$ cat src/core/mps_regs.vh
`ifndef MPS_REGS_VH
`define MPS_REGS_VH
// ****************************************************************
// register word offsets (byte addresses)
// ****************************************************************
`define MPS_A_CTRL      8'h00
`define MPS_A_WARN_LVL  8'h04
`define MPS_A_WARN_TIME 8'h08
`define MPS_A_TRIP_LVL  8'h0c
`define MPS_A_TRIP_TIME 8'h10
`define MPS_A_STALL_LVL 8'h14
`define MPS_A_RATED     8'h18
`define MPS_A_OUT_SEL   8'h1c
`define MPS_A_IN_SEL0   8'h20
`define MPS_A_CMD       8'h34
`define MPS_A_STATUS    8'h38
// ****************************************************************
// field positions
// ****************************************************************
`define MPS_B_TRIP_EN   0
`define MPS_B_PHASE_EN  1
`define MPS_B_RESTART   2
`define MPS_B_STALL_LO  4
`define MPS_B_OUT2_LO   8
`define MPS_B_FLT_RST   0
// ****************************************************************
// reset values
// ****************************************************************
`define MPS_R_TRIP_EN   1'h1
`define MPS_R_PHASE_EN  1'h0
`define MPS_R_RESTART   1'h0
`define MPS_R_STALL_SEL 3'h0
`define MPS_R_WARN_LVL  8'h96
`define MPS_R_WARN_TIME 10'h064
`define MPS_R_TRIP_LVL  8'hb4
`define MPS_R_TRIP_TIME 10'h258
`define MPS_R_STALL_LVL 8'h96
`define MPS_R_OUT_SEL   5'h11
`define MPS_R_IN1_SEL   5'h00
`define MPS_R_IN2_SEL   5'h01
`define MPS_R_IN3_SEL   5'h02
`define MPS_R_IN4_SEL   5'h03
`define MPS_R_IN5_SEL   5'h04
// ****************************************************************
// function codes and timing
// ****************************************************************
`define MPS_F_OL_WARN   5'h05
`define MPS_F_STALL     5'h07
`define MPS_F_EXT_A     5'h12
`define MPS_F_EXT_B     5'h13
`define MPS_PCT_SCALE   8'h64
`define MPS_RESTART_LIM 10'h12c
`define MPS_TICK_MS     100
`define MPS_CLK_KHZ     40000
`endif

$ cat src/core/mps_supervisor.v
// Functional notes
// - output selector code 5 drives the overload warning; warn time 0.0-30.0 s
// - warning level is percent of rated current, 30-150, default 150
// - overload trip enabled when its bit is 1, default enabled
// - block output when current above trip level for trip time
// - overload trip with auto restart and trip time over 30 s clears restart count
// - accelerating with bit0 set: decelerate while current above stall level
// - constant speed with bit1 set: decelerate while current above stall level
// - decelerating with bit2 set: hold deceleration while dc bus at limit
// - stall level is percent of rated current, 30-200, default 150
// - stall select is three bits, default 000, acc/const/dec from low bit
// - output selector code 7 shows stall state regardless of enables
// - stall action at steady speed ramps with configured acc and dec times
// - open-phase protection enabled blocks output when any phase opens
// - input selector code 18 is contact A trip, code 19 contact B trip
// - contact A is normally open; closing to common blocks output
// - contact B is normally closed; opening from common blocks output
// - contact B trip survives a function change; contact must close first
// - inputs four and five exist only on the extended variant
`timescale 1ns/100ps
`include "mps_regs.vh"
module mps_supervisor #(
    parameter EXT_IO      = 1,
    parameter CUR_W       = 16,
    parameter RATED_RST   = 16'h0100,
    parameter TICK_CYCLES = `MPS_TICK_MS * `MPS_CLK_KHZ
) (
    // clock, reset, enable
    input  wire             i_core_clk,
    input  wire             i_rst_n,
    input  wire             i_ce,
    // register port
    input  wire [7:0]       i_addr,
    input  wire [31:0]      i_wdata,
    input  wire             i_wr,
    input  wire             i_rd,
    output reg  [31:0]      o_rdata,
    // drive state and measurements, same clock
    input  wire [CUR_W-1:0] i_out_current,
    input  wire             i_accel,
    input  wire             i_steady,
    input  wire             i_decel,
    input  wire             i_dc_bus_limit,
    // pins, asynchronous
    input  wire [2:0]       i_phase_open,
    input  wire [4:0]       i_multi_in_closed,
    // drive commands
    output reg              o_out_block,
    output reg              o_stall_decel,
    output reg              o_decel_hold,
    output reg              o_use_cfg_ramp,
    output reg              o_restart_cnt_clr,
    // multi-function outputs
    output reg              o_relay_contact_set,
    output reg              o_output2
);
// ****************************************************************
// configuration registers
// ****************************************************************
reg              trip_en_ff;
reg              phase_en_ff;
reg              restart_en_ff;
reg  [2:0]       stall_sel_ff;
reg  [7:0]       warn_lvl_ff;
reg  [9:0]       warn_time_ff;
reg  [7:0]       trip_lvl_ff;
reg  [9:0]       trip_time_ff;
reg  [7:0]       stall_lvl_ff;
reg  [15:0]      rated_ff;
reg  [4:0]       relay_sel_ff;
reg  [4:0]       out2_sel_ff;
reg  [4:0]       in_sel_ff [0:4];
wire             wr_cmd;
wire             fault_rst;
integer          k;

assign wr_cmd    = i_ce & i_wr;
assign fault_rst = wr_cmd & (i_addr == `MPS_A_CMD) & i_wdata[`MPS_B_FLT_RST];

// register writes; inputs four and five are not writable on the basic variant
always @(posedge i_core_clk) begin
    if (!i_rst_n) begin
        trip_en_ff    <= `MPS_R_TRIP_EN;
        phase_en_ff   <= `MPS_R_PHASE_EN;
        restart_en_ff <= `MPS_R_RESTART;
        stall_sel_ff  <= `MPS_R_STALL_SEL;
        warn_lvl_ff   <= `MPS_R_WARN_LVL;
        warn_time_ff  <= `MPS_R_WARN_TIME;
        trip_lvl_ff   <= `MPS_R_TRIP_LVL;
        trip_time_ff  <= `MPS_R_TRIP_TIME;
        stall_lvl_ff  <= `MPS_R_STALL_LVL;
        rated_ff      <= RATED_RST;
        relay_sel_ff  <= `MPS_R_OUT_SEL;
        out2_sel_ff   <= `MPS_R_OUT_SEL;
        in_sel_ff[0]  <= `MPS_R_IN1_SEL;
        in_sel_ff[1]  <= `MPS_R_IN2_SEL;
        in_sel_ff[2]  <= `MPS_R_IN3_SEL;
        in_sel_ff[3]  <= `MPS_R_IN4_SEL;
        in_sel_ff[4]  <= `MPS_R_IN5_SEL;
    end else if (wr_cmd) begin
        case (i_addr)
            `MPS_A_CTRL: begin
                trip_en_ff    <= i_wdata[`MPS_B_TRIP_EN];
                phase_en_ff   <= i_wdata[`MPS_B_PHASE_EN];
                restart_en_ff <= i_wdata[`MPS_B_RESTART];
                stall_sel_ff  <= i_wdata[`MPS_B_STALL_LO +: 3];
            end
            `MPS_A_WARN_LVL:  warn_lvl_ff  <= i_wdata[7:0];
            `MPS_A_WARN_TIME: warn_time_ff <= i_wdata[9:0];
            `MPS_A_TRIP_LVL:  trip_lvl_ff  <= i_wdata[7:0];
            `MPS_A_TRIP_TIME: trip_time_ff <= i_wdata[9:0];
            `MPS_A_STALL_LVL: stall_lvl_ff <= i_wdata[7:0];
            `MPS_A_RATED:     rated_ff     <= i_wdata[15:0];
            `MPS_A_OUT_SEL: begin
                relay_sel_ff <= i_wdata[4:0];
                out2_sel_ff  <= i_wdata[`MPS_B_OUT2_LO +: 5];
            end
            default: begin
                for (k = 0; k < 5; k = k + 1) begin
                    if (i_addr == `MPS_A_IN_SEL0 + 8'h04 * k[7:0]
                        && (k < 3 || EXT_IO != 0))
                        in_sel_ff[k] <= i_wdata[4:0];
                end
            end
        endcase
    end
end

// ****************************************************************
// pin synchronisers
// ****************************************************************
reg  [2:0]       phase_s1_ff;
reg  [2:0]       phase_s2_ff;
reg  [4:0]       min_s1_ff;
reg  [4:0]       min_s2_ff;
wire [4:0]       in_closed;

// two flip-flops per pin before any logic
always @(posedge i_core_clk) begin
    if (!i_rst_n) begin
        phase_s1_ff <= 3'h0;
        phase_s2_ff <= 3'h0;
        min_s1_ff   <= 5'h1f;
        min_s2_ff   <= 5'h1f;
    end else if (i_ce) begin
        phase_s1_ff <= i_phase_open;
        phase_s2_ff <= phase_s1_ff;
        min_s1_ff   <= i_multi_in_closed;
        min_s2_ff   <= min_s1_ff;
    end
end

// basic variant: inputs four and five read as absent
assign in_closed = (EXT_IO != 0) ? min_s2_ff : {2'h0, min_s2_ff[2:0]};

// ****************************************************************
// current comparisons against percent of rated current
// ****************************************************************
wire [CUR_W+7:0] cur_x100;
wire [CUR_W+7:0] warn_thr;
wire [CUR_W+7:0] trip_thr;
wire [CUR_W+7:0] stall_thr;
reg              over_warn_ff;
reg              over_trip_ff;
reg              over_stall_ff;

assign cur_x100  = i_out_current * `MPS_PCT_SCALE;
assign warn_thr  = warn_lvl_ff * rated_ff;
assign trip_thr  = trip_lvl_ff * rated_ff;
assign stall_thr = stall_lvl_ff * rated_ff;

// registered compares keep the multipliers off the trip paths
always @(posedge i_core_clk) begin
    if (!i_rst_n) begin
        over_warn_ff  <= 1'h0;
        over_trip_ff  <= 1'h0;
        over_stall_ff <= 1'h0;
    end else if (i_ce) begin
        over_warn_ff  <= cur_x100 > warn_thr;
        over_trip_ff  <= cur_x100 > trip_thr;
        over_stall_ff <= cur_x100 > stall_thr;
    end
end

// ****************************************************************
// tenth-second tick and duration timers
// ****************************************************************
reg  [31:0]      tick_cnt_ff;
wire             tick;
reg  [9:0]       warn_cnt_ff;
reg  [9:0]       trip_cnt_ff;
reg              warn_ff;
wire             trip_run;

assign tick     = (tick_cnt_ff == TICK_CYCLES - 1);
assign trip_run = trip_en_ff & over_trip_ff;

// free tick every 100 ms
always @(posedge i_core_clk) begin
    if (!i_rst_n)
        tick_cnt_ff <= 32'h0;
    else if (i_ce)
        tick_cnt_ff <= tick ? 32'h0 : tick_cnt_ff + 32'h1;
end

// time spent above the warn and trip levels, saturating, cleared when below
always @(posedge i_core_clk) begin
    if (!i_rst_n) begin
        warn_cnt_ff <= 10'h0;
        trip_cnt_ff <= 10'h0;
        warn_ff     <= 1'h0;
    end else if (i_ce) begin
        if (!over_warn_ff)
            warn_cnt_ff <= 10'h0;
        else if (tick && warn_cnt_ff != 10'h3ff)
            warn_cnt_ff <= warn_cnt_ff + 10'h1;
        if (!trip_run)
            trip_cnt_ff <= 10'h0;
        else if (tick && trip_cnt_ff != 10'h3ff)
            trip_cnt_ff <= trip_cnt_ff + 10'h1;
        warn_ff <= over_warn_ff & (warn_cnt_ff >= warn_time_ff);
    end
end

// ****************************************************************
// trip latches
// ****************************************************************
reg              ol_trip_ff;
reg              phase_trip_ff;
reg              exta_trip_ff;
reg              extb_trip_ff;
reg  [4:0]       extb_src_ff;
reg  [4:0]       sel_a;
reg  [4:0]       sel_b;
wire             ol_set;
wire             phase_set;
wire             exta_set;
wire [4:0]       extb_open;
wire             extb_gone;
integer          j;

// which inputs carry each contact function
always @* begin
    sel_a = 5'h0;
    sel_b = 5'h0;
    for (j = 0; j < 5; j = j + 1) begin
        sel_a[j] = (in_sel_ff[j] == `MPS_F_EXT_A);
        sel_b[j] = (in_sel_ff[j] == `MPS_F_EXT_B);
    end
end

assign ol_set    = trip_run & (trip_cnt_ff >= trip_time_ff);
assign phase_set = phase_en_ff & (|phase_s2_ff);
assign exta_set  = |(sel_a & in_closed);
assign extb_open = sel_b & ~in_closed;
// the tripping inputs must be closed again, whatever their function now
assign extb_gone = ~|(extb_src_ff & ~in_closed);

// a set in the reset cycle wins; reset only clears a gone condition
always @(posedge i_core_clk) begin
    if (!i_rst_n) begin
        ol_trip_ff    <= 1'h0;
        phase_trip_ff <= 1'h0;
        exta_trip_ff  <= 1'h0;
        extb_trip_ff  <= 1'h0;
        extb_src_ff   <= 5'h0;
    end else if (i_ce) begin
        if (ol_set)
            ol_trip_ff <= 1'h1;
        else if (fault_rst && !over_trip_ff)
            ol_trip_ff <= 1'h0;
        if (phase_set)
            phase_trip_ff <= 1'h1;
        else if (fault_rst)
            phase_trip_ff <= 1'h0;
        if (exta_set)
            exta_trip_ff <= 1'h1;
        else if (fault_rst)
            exta_trip_ff <= 1'h0;
        if (|extb_open) begin
            extb_trip_ff <= 1'h1;
            extb_src_ff  <= extb_src_ff | extb_open;
        end else if (fault_rst && extb_gone) begin
            extb_trip_ff <= 1'h0;
            extb_src_ff  <= 5'h0;
        end
    end
end

// ****************************************************************
// stall prevention and drive commands
// ****************************************************************
wire             stall_acc;
wire             stall_cv;
wire             hold_dec;
wire             stalled;
wire             any_trip;

assign stall_acc = stall_sel_ff[0] & i_accel & over_stall_ff;
assign stall_cv  = stall_sel_ff[1] & i_steady & over_stall_ff;
assign hold_dec  = stall_sel_ff[2] & i_decel & i_dc_bus_limit;
// stall state independent of the enable bits
assign stalled   = ((i_accel | i_steady) & over_stall_ff)
                 | (i_decel & i_dc_bus_limit);
assign any_trip  = ol_trip_ff | phase_trip_ff | exta_trip_ff | extb_trip_ff;

// registered commands towards the power stage
always @(posedge i_core_clk) begin
    if (!i_rst_n) begin
        o_out_block       <= 1'h0;
        o_stall_decel     <= 1'h0;
        o_decel_hold      <= 1'h0;
        o_use_cfg_ramp    <= 1'h0;
        o_restart_cnt_clr <= 1'h0;
    end else if (i_ce) begin
        o_out_block    <= any_trip;
        o_stall_decel  <= (stall_acc | stall_cv) & ~any_trip;
        o_decel_hold   <= hold_dec & ~any_trip;
        o_use_cfg_ramp <= stall_cv;
        // pulse on the rising edge of the overload trip
        o_restart_cnt_clr <= ol_set & ~ol_trip_ff & restart_en_ff
                           & (trip_time_ff > `MPS_RESTART_LIM);
    end
end

// ****************************************************************
// multi-function outputs
// ****************************************************************
function mf_out;
    input [4:0] sel;
    input       warn;
    input       stall;
    begin
        mf_out = ((sel == `MPS_F_OL_WARN) & warn)
               | ((sel == `MPS_F_STALL) & stall);
    end
endfunction

// selected function drives each output
always @(posedge i_core_clk) begin
    if (!i_rst_n) begin
        o_relay_contact_set <= 1'h0;
        o_output2           <= 1'h0;
    end else if (i_ce) begin
        o_relay_contact_set <= mf_out(relay_sel_ff, warn_ff, stalled);
        o_output2           <= mf_out(out2_sel_ff, warn_ff, stalled);
    end
end

// ****************************************************************
// read port
// ****************************************************************
reg  [31:0]      rd_mux;
integer          m;

// read values; unmapped and missing inputs read zero
always @* begin
    rd_mux = 32'h0;
    case (i_addr)
        `MPS_A_CTRL:      rd_mux = {25'h0, stall_sel_ff, 1'h0, restart_en_ff,
                                    phase_en_ff, trip_en_ff};
        `MPS_A_WARN_LVL:  rd_mux = {24'h0, warn_lvl_ff};
        `MPS_A_WARN_TIME: rd_mux = {22'h0, warn_time_ff};
        `MPS_A_TRIP_LVL:  rd_mux = {24'h0, trip_lvl_ff};
        `MPS_A_TRIP_TIME: rd_mux = {22'h0, trip_time_ff};
        `MPS_A_STALL_LVL: rd_mux = {24'h0, stall_lvl_ff};
        `MPS_A_RATED:     rd_mux = {16'h0, rated_ff};
        `MPS_A_OUT_SEL:   rd_mux = {19'h0, out2_sel_ff, 3'h0, relay_sel_ff};
        `MPS_A_STATUS:    rd_mux = {11'h0, in_closed, 8'h0, stalled, warn_ff,
                                    o_out_block, extb_trip_ff, exta_trip_ff,
                                    phase_trip_ff, ol_trip_ff, 1'h0};
        default: begin
            for (m = 0; m < 5; m = m + 1) begin
                if (i_addr == `MPS_A_IN_SEL0 + 8'h04 * m[7:0]
                    && (m < 3 || EXT_IO != 0))
                    rd_mux = {27'h0, in_sel_ff[m]};
            end
        end
    endcase
end

// data stand only in the cycle after the read strobe
always @(posedge i_core_clk) begin
    if (!i_rst_n)
        o_rdata <= 32'h0;
    else if (i_ce)
        o_rdata <= i_rd ? rd_mux : 32'h0;
end

endmodule

$ cat config.mk
export PLATFORM = sky130hd
export DESIGN_NAME = mps_supervisor
export DESIGN_NICKNAME = d
export VERILOG_FILES = /design/src/core/mps_supervisor.v
export VERILOG_INCLUDE_DIRS = /design/src /design/src/core
export SDC_FILE = /design/constraint.sdc
export NUM_CORES = 1
export LEC_CHECK = 0
export ABC_AREA = 1
export BUFFER_PORTS_ARGS = -buffer_cell sky130_fd_sc_hd__buf_2
export CORE_AREA = 4 4 193 242
export CTS_CLUSTER_SIZE = 20
export DETAILED_ROUTE_END_ITERATION = 7
export DIE_AREA = 0 0 197 246
export HOLD_SLACK_MARGIN = 0.08
export PLACE_DENSITY_LB_ADDON = 0.15
export REMOVE_ABC_BUFFERS = 1
export SLEW_MARGIN = 10
export SYNTH_ARGS = -nofsm -noshare
export SYNTH_HDL_FRONTEND = slang
export SYNTH_SLANG_ARGS = --single-unit
export TNS_END_PERCENT = 10
$ cat constraint.sdc
create_clock -name i_core_clk -period 5.5 [get_ports i_core_clk]
set_input_delay 0.825 -clock i_core_clk [delete_from_list [all_inputs] [get_ports i_core_clk]]
set_output_delay 0.825 -clock i_core_clk [all_outputs]
set_load 0.05 [all_outputs]
== Yosys cells after proc, flatten, opt, wreduce, memory -nomap -nowiden ==
Memory sizes are Yosys's and may differ from the RTL's.
Index checks and enable logic that the tools add are counted.
Cells by class
  multiply operators: 4
  magnitude comparators: 6
  reduce and logical (&&, ||, !) cells: 30
  muxes and demuxes: 52
  equal/unequal tests: 33
  bitwise gates (word level): 44
  add/sub/neg operators: 3
Operator list (count)
  $pmux 32 s9: 1
  $mux 32: 6
  $gt 23x24->1: 3
  $mul 8x16->24: 3
  $eq 8x6->1 const B: 7
  $eq 5x5->1 const B: 10
  $mux 10: 4
  $mux 5: 8
  $mux 1: 33
  $add 32x1->32 const B: 1
  $eq 32x22->1 const B: 1
  $eq 8x5->1 const B: 4
  $reduce_and 2->1: 14
  $and 1x1->1: 24
  $mul 16x5->21 const B: 1
  $add 10x1->10 const B: 2
  $eq 5x3->1 const B: 4
  $ge 10x10->1: 2
  $ne 10x10->1 const B: 2
  $eq 8x4->1 const B: 2
  $and 5x5->5: 3
  $reduce_or 5->1: 3
  $or 1x1->1: 13
  $gt 10x9->1 const B: 1
  other kinds (11): 20
Storage, ports and cells
  flip-flop bits (word level): 196
  output and inout bits: 39
  RAM bits: 25
  memories: 1
Memories
  in_sel_ff: words 5, bits a word 5, rd ports 5, clocked after memory_dff 0, wr ports 5, RTL line mps_supervisor.v:72  | reg [4:0] in_sel_ff [0:4];

== Depth between registers and ports, before layout ==
Gate-level depths: netlist of run 1.
  depth after elaboration: 8
  mapped depth: 36
  depth with buffers taken out: 34

== Worst setup path after synthesis of run 1 ==
Ideal clock, no wire load.
  path kind: register -> register
  start point: register trip_lvl_ff[7]
  end point: register over_trip_ff
  buffers on the path: 2
  arrival: 5335 ps
  setup time: 132 ps
  slack: 32 ps
  stages on the path, launching flop included: 27
  cells stage by stage: dfxtp_1 clkbuf_1 clkbuf_1 nand2_1 fa_1 fa_1 inv_1 fa_1 inv_1 fa_1 inv_1 ha_1 a21oi_1 nand2_1 a21oi_1 o21ai_0 a31oi_1 o21bai_1 xnor2_1 ha_1 nand4_1 inv_1 nand4_1 o41ai_1 inv_1 nand3_1 a21oi_1
Between the ends
  cells in the longest elaborated chain, start to end: 2
RTL lines
  start, declared: RTL line mps_supervisor.v:66  | reg [7:0] trip_lvl_ff;
  start signal, assigned: RTL line mps_supervisor.v:89  | trip_lvl_ff <= `MPS_R_TRIP_LVL;
  start signal, assigned: RTL line mps_supervisor.v:110  | `MPS_A_TRIP_LVL: trip_lvl_ff <= i_wdata[7:0];
  $mul 8x16->24: RTL line mps_supervisor.v:169  | assign trip_thr = trip_lvl_ff * rated_ff;
  $gt 23x24->1: RTL line mps_supervisor.v:180  | over_trip_ff <= cur_x100 > trip_thr;
  end signal, assigned: RTL line mps_supervisor.v:180
  end, declared: RTL line mps_supervisor.v:164  | reg over_trip_ff;
No other way between the ends.
A chain may end at the register's enable or synchronous reset.

== Final worst setup path of run 1 ==
  start point: register rated_ff[3]
  end point: register over_trip_ff
Between the ends
  cells in the longest elaborated chain, start to end: 2
RTL lines
  start, declared: RTL line mps_supervisor.v:69  | reg [15:0] rated_ff;
  start signal, assigned: RTL line mps_supervisor.v:113  | `MPS_A_RATED: rated_ff <= i_wdata[15:0];
  $mul 8x16->24: RTL line mps_supervisor.v:169
  $gt 23x24->1: RTL line mps_supervisor.v:180
No other way between the ends.

==> results of run 1 <==
==> routing by layer <==
layer	GRT usage, %	wire length (um)	vias up
met5	0	0	-
met4	13.7	4670	0
met3	1.81	3640	194
met2	52.3	37000	747
met1	34.2	27900	11200
li1	-	-	11300
==> layout make-up <==
class	instances	area, um2	share of cell area (%)
clock buffer	23	520	1.70
clock inverter	9	153	0.499
inverter	900	3380	11.1
multi-input combinational	2304	18300	59.7
sequential	210	4530	14.8
tap	572	716	2.34
timing repair buffer	368	3010	9.85
==> power breakdown <==
group / internal [W] / switching (W)
clock network: 0.000862 / 0.000597
registers: 0.00157 / 0.0000262
logic: 0.000556 / 0.000923
total: 0.00299 / 0.00155
==> state kept, by name, indices dropped and copies added, names as in the netlist, 5 cells and up <==
signal and count:
min_s1_ff 5, in_closed 5, relay_sel_ff 5, trip_lvl_ff 8
warn_lvl_ff 8, out2_sel_ff 5, trip_time_ff 10, in_sel_ff 25
o_rdata 21, rated_ff 16, tick_cnt_ff 32, warn_time_ff 10
trip_cnt_ff 10, stall_lvl_ff 8, warn_cnt_ff 10, extb_src_ff 5
==> metrics by stage <==
step / worst slack, ps / cells
after floorplan: 101 / 3414
after global placement: -211 / 4316
after detailed placement: -217 / 4316
after CTS: -2.73 / 4351
after global routing: -102 / 4386
final: 145 / 4386
==> cell families after synthesis <==
| logic type | count (synthesis) | synth area share [%] |
|---|---|---|
| simple gates | 1172 | 19.1 |
| buf+inv | 1048 | 15.7 |
| fa+ha+maj | 534 | 33.9 |
| compound gates | 502 | 11.0 |
| flops | 210 | 17.4 |
| xor+xnor | 85 | 2.91 |
| other cells | 1 | 0.0147 |
==> critical path: cells and delay by family (launching register included) <==
family / cells / cell delay (ps)
AO/OA/AOI/OAI: 5 / 660
XOR/XNOR: 1 / 200
adder cells (fa/ha/maj): 6 / 2600
buffers and inverters: 5 / 390
flip-flops: 1 / 380
AND/OR/NAND/NOR: 12 / 960
==> worst paths after layout <==
path / start / to / slack [ps] / cells after the start
worst max-delay path: rated_ff[3] / over_trip_ff / 150 / 29
worst min-delay path: min_s1_ff[2] / min_s1_ff[2] / 460 / 2
worst max register to register: rated_ff[3] / over_trip_ff / 150 / 29
worst min register to register: min_s1_ff[2] / min_s1_ff[2] / 460 / 2
==> cell usage in the layout, fill, tap and decap left out, drive strengths merged, types with 12 or more instances in the layout <==
| cell type | instances |
|---|---|
| a31oi | 17 |
| fa | 263 |
| nor2 | 184 |
| dfxtp | 185 |
| clkbuf | 27 |
| inv | 900 |
| nand2 | 794 |
| edfxtp | 25 |
| a21o | 12 |
| xor2 | 53 |
| a21oi | 229 |
| ha | 271 |
| xnor2 | 32 |
| nand4 | 33 |
| nor3 | 39 |
| buf | 364 |
| nand3 | 103 |
| o211ai | 21 |
| o22ai | 24 |
| o21ai | 144 |
==> what timing repair did <==
item / CTS / global route
gates resized for setup: 42 / 285
cloned: 1 / 4
pin swaps: 14 / 164
setup endpoints to repair: 3 / 3
buffers inserted: 2 / 33
==> summary.txt, run 1 <==
Routing
  – 1st-iter DRT viols: about 1.5k
  – Detail Route Antenna Nets: 0
  – Routed vias/inst: about 5.3
  – WL/cell: approximately 17 um
  – DR DRC count: 0
  – Post-Route WL: ~73000 um
  – Total number of vias: approximately 23k
  – First-pass iteration count of the detailed router: 5

Placement
  – Gpl congestion: just under 1
  – Placed Area: 28200 um2
  – DP HPWL: about 57000 um
  – I/O Buffers: 84

STA
  – Rel. slew slack: a little over a third
  – Tightest Pin Transition: 953 ps
  – Final Hold Viols: 0
  – RSZ-0062 raised after global routing: yes
  – Skew final: 13.9 ps
  – Slew Viols, Final: 0
  – Period utilization: 97.4%
  – Min Tclk post-route: ~5400 ps
  – Final setup fails: 0
  – Final TNS setup: 0 ps
  – Hold slack final: around 460 ps
  – F_max: between 150 and 200 MHz

Final layout
  – Share of cells above drive strength 1: between 10% and 20%
  – FILL cells: ~3.6k
  – Post-layout util: about 70%
  – Post-Layout Inst Area: just over 30000 um2
  – Layout area overhead: 19.6%
  – N_diodes: 0
  – Fin nets: roughly 4.4k

Logic synthesis
  – Mean Syn Cell Area: about 7.2 um2
  – Ys flop type: dfxtp_1
  – Post-synth EDFFs: 25
  – FFs w/ async S/R, synth: 0%
  – Yosys warns: 0
  – Cells after Synth: 3552
  – FF+latch count, synth: 210
  – Synth top cells by count: 892 x inv_1, 787 x nand2_1, 271 x ha_1
  – Sequential-to-total area share from yosys stat: 17.4%
  – Distinct cells, synth: slightly below 60
  – Yosys top cell by area: fa_1
  – Top cell type's share of synthesized area: 20.6%
  – Most frequent cell after synthesis: inv_1
  – Mapped Area: 25600 um2
  – Synth top area cells: fa_1 21%, dfxtp_1 14%, ha_1 13%, inv_1 13%, nand2_1 12%

Critical path
  – Slowest cell on crit path: fa_1
  – Max incr delay on CP: roughly 560 ps
  – Kind of critical path: register to register
  – Critical path arrival: 5710 ps
  – Worst path most repeated cell: nand2_1
  – Crit Path Max Fanout: 5
  – Crit path required time: 5860 ps
  – Crit path capture type: register
  – Startpoint Class: register

Worst hold path
  – Hold crit path type: register to register

Floorplan
  – Std-Cell Rows: 86
  – Die width: around 200 um
  – Initial Util: between 50% and 60%
  – I/O Pins: ~110
  – Core Area: ~44000 um2
  – Die Area: 48500 um2
  – Die H: about 250 um

GRT
  – Vias in the first global route: ~23k
  – GR Util All Layers: between 20 and 30%
  – Largest net degree at the start of global routing: about 70
  – First-pass GRT wire length: roughly 110000 um
  – Initial antenna violation count: 0
  – Grt ovf: 0

Power
  – Overall power: roughly 0.0045 W
  – Leak Pwr: about 17 nW
  – Worst VDD drop: roughly 300 uV
  – Power per Cell Area: ~150 nW/um2

Clocking
  – Clk_lat worst skew: about 510 ps
  – Clock root cell: clkbuf_16
  – Clk buf depth: 3
  – Number of buffers created by CTS: 18
  – TritonCTS clock tree: done
  – H-tree Lvls: 1
  – Hold-fix buffers, CTS: 0
  – Clk sinks: 210
  – Register clock-pin slew on the reported worst setup and hold paths: about 80 ps

Status
  – Status: complete, no violations

Job
  – Max_cap viols: 0
(Power assumes the default switching activity.)
==> run 2: changes to the inputs <==
- BUFFER_PORTS_ARGS: -buffer_cell sky130_fd_sc_hd__buf_2 -> not set
- CORE_AREA: 4 4 193 242 -> 4 4 190 238
- DIE_AREA: 0 0 197 246 -> 0 0 194 242
- DONT_BUFFER_PORTS: not set -> 1
- clock period: 5.5 -> 4.3 ns (I/O delays scaled with it)
==> summary.txt, run 2 (synthesis results as in run 1) <==
Routing
  – First-pass iteration count of the detailed router: 5
  – Routed vias/inst: between 5 and 6
  – WL/cell: 17.0 um
  – DR DRC count: 0
  – 1st-iter DRT viols: between 1k and 1.5k
  – Total number of vias: ~23k
  – Detail Route Antenna Nets: 0
  – Post-Route WL: 74800 um

STA
  – Min Tclk post-route: 5370 ps
  – Final TNS setup: -3120 ps
  – Tightest Pin Transition: approximately 1100 ps
  – Skew final: roughly 24 ps
  – Final setup fails: 3
  – Slew Viols, Final: 0
  – RSZ-0062 raised after global routing: yes
  – Final Hold Viols: 0
  – Worst setup margin: -1070 ps
  – F_max: between 150 and 200 MHz
  – Rel. slew slack: 27.4%
  – Period utilization: 125%

Final layout
  – Share of cells above drive strength 1: between 15 and 20%
  – Fin nets: 4429
  – Commonest non-fill, non-tap cells in the layout: 883 x inv_1, 770 x nand2_1, 345 x buf_4, 258 x fa_1, 246 x ha_1
  – Post-layout util: roughly 71%
  – Layout area overhead: 19.7%
  – Largest registers: tick_cnt_ff (32), in_sel_ff (25), o_rdata (21)
  – Number of flip-flops in the largest register: 32
  – Sequential cell area: roughly 4500 um2
  – FILL cells: ~3.6k
  – Most common cell after layout, fill and taps aside: inv_1
  – Largest register by flop count: tick_cnt_ff
  – Multi-input gate area: 18000 um2
  – Post-Layout Inst Area: slightly above 30000 um2

Power
  – Power per Cell Area: just under 200 nW/um2
  – Overall power: slightly above 0.006 W
  – Leak Pwr: between 15 and 20 nW
  – Worst VDD drop: between 300 and 400 uV

Floorplan
  – Die width: ~190 um
  – I/O Pins: 112
  – Std-Cell Rows: 85
  – Initial Util: approximately 60%
  – Core Area: 43000 um2
  – Die H: 242 um
  – Die Area: around 47000 um2

GRT
  – Initial antenna violation count: 1
  – Largest net degree at the start of global routing: between 90 and 100
  – GR Util All Layers: 30.6%
  – Vias in the first global route: around 24k
  – Grt ovf: 0
  – First-pass GRT wire length: 119000 um

Clocking
  – H-tree Lvls: 1
  – TritonCTS clock tree: done
  – Clk buf depth: 3
  – Register clock-pin slew on the reported worst setup and hold paths: roughly 80 ps
  – Clock root cell: clkbuf_16
  – Number of buffers created by CTS: 22
  – Hold-fix buffers, CTS: 0
  – Clk sinks: 210
  – Clk_lat worst skew: 530 ps

Placement
  – Gpl congestion: between 0.9 and 1
  – DP HPWL: 59200 um
  – Placed Area: between 20000 and 30000 um2
  – I/O Buffers: 0

Critical path
  – Max incr delay on CP: 550 ps
  – Critical path arrival: about 5800 ps
  – Crit path required time: between 4000 and 5000 ps
  – Startpoint Class: register
  – Crit Path Max Fanout: 6
  – Slowest cell on crit path: fa_1
  – Kind of critical path: register to register
  – Worst path most repeated cell: nand2_1
  – Crit path capture type: register

Status
  – Status: finished, violations left
  – Failing checks: negative setup slack

Worst hold path
  – Hold crit path type: input port to register

Job
  – Max_cap viols: 0
run 2: cell types whose count changed in the layout (fill, tap and decap cells not counted), sizes merged:
cell	delta
buf	+16
clkbuf	+7
bufinv	-2
bufbuf	+1
clkinv	+1
clkinvlp	-1
diode	+1
inv	+1
run 2: path summary, 6_finish.rpt:
check / from / end / slack [ps] / cells after the start
worst min-delay path: i_ce / tick_cnt_ff[1] / 220 / 1
worst min register to register: tick_cnt_ff[31] / tick_cnt_ff[31] / 460 / 1
worst max-delay path: rated_ff[5] / over_stall_ff / -1070 / 26
worst max register to register: rated_ff[5] / over_stall_ff / -1070 / 26
run 2: final cells by class:
type | count | area share (%)
multi-input combinational | 2304 | 58.9
sequential | 210 | 14.8
inverter | 900 | 11.0
timing repair buffer | 384 | 10.7
tap | 565 | 2.31
clock buffer | 31 | 2.01
clock inverter | 8 | 0.307
antenna | 1 | 0.00818
run 2: power by group:
| group | switching, W | internal [W] | total [W] |
|---|---|---|---|
| Sequential | 0.0000520 | 0.00201 | 0.00206 |
| Combinational | 0.00120 | 0.000840 | 0.00204 |
| Clock | 0.000816 | 0.00112 | 0.00194 |
run 2: worst max-delay path, delay by kind of cell, from the launching register on:
family,cells,cell delay [ps]
compound gates,6,930
xor+xnor,1,150
fa+ha+maj,6,2640
buf+inv,5,500
flops,1,360
simple gates,8,610
run 2: timing repair:
| item | CTS | global route |
|---|---|---|
| setup endpoints to repair | 3 | 3 |
| resized for setup | 100 | 138 |
| setup buffers | 8 | 12 |
| cloned | 2 | 4 |
| pin swaps | 49 | 96 |
run 2: stage by stage:
| stage | setup slack, ps | hold slack (ps) | std cells |
|---|---|---|---|
| 6_report | -1070 | 222 | 4403 |
| 5_1_grt | -1330 | 208 | 4402 |
| 4_1_cts | -1050 | 217 | 4386 |
| 3_5_place_dp | -1260 | 444 | 4337 |
| 3_3_place_gp | -1130 | 442 | 4337 |
| 2_1_floorplan | -1100 | 424 | 3414 |
run 2: routing by layer:
layer,vias up,track usage (%),part of all wire (%)
li1,11400,-,-
met1,11100,36.3,38
met3,239,3.39,5.9
met2,748,54.2,49
met4,0,16.7,7.0
met5,-,0,0
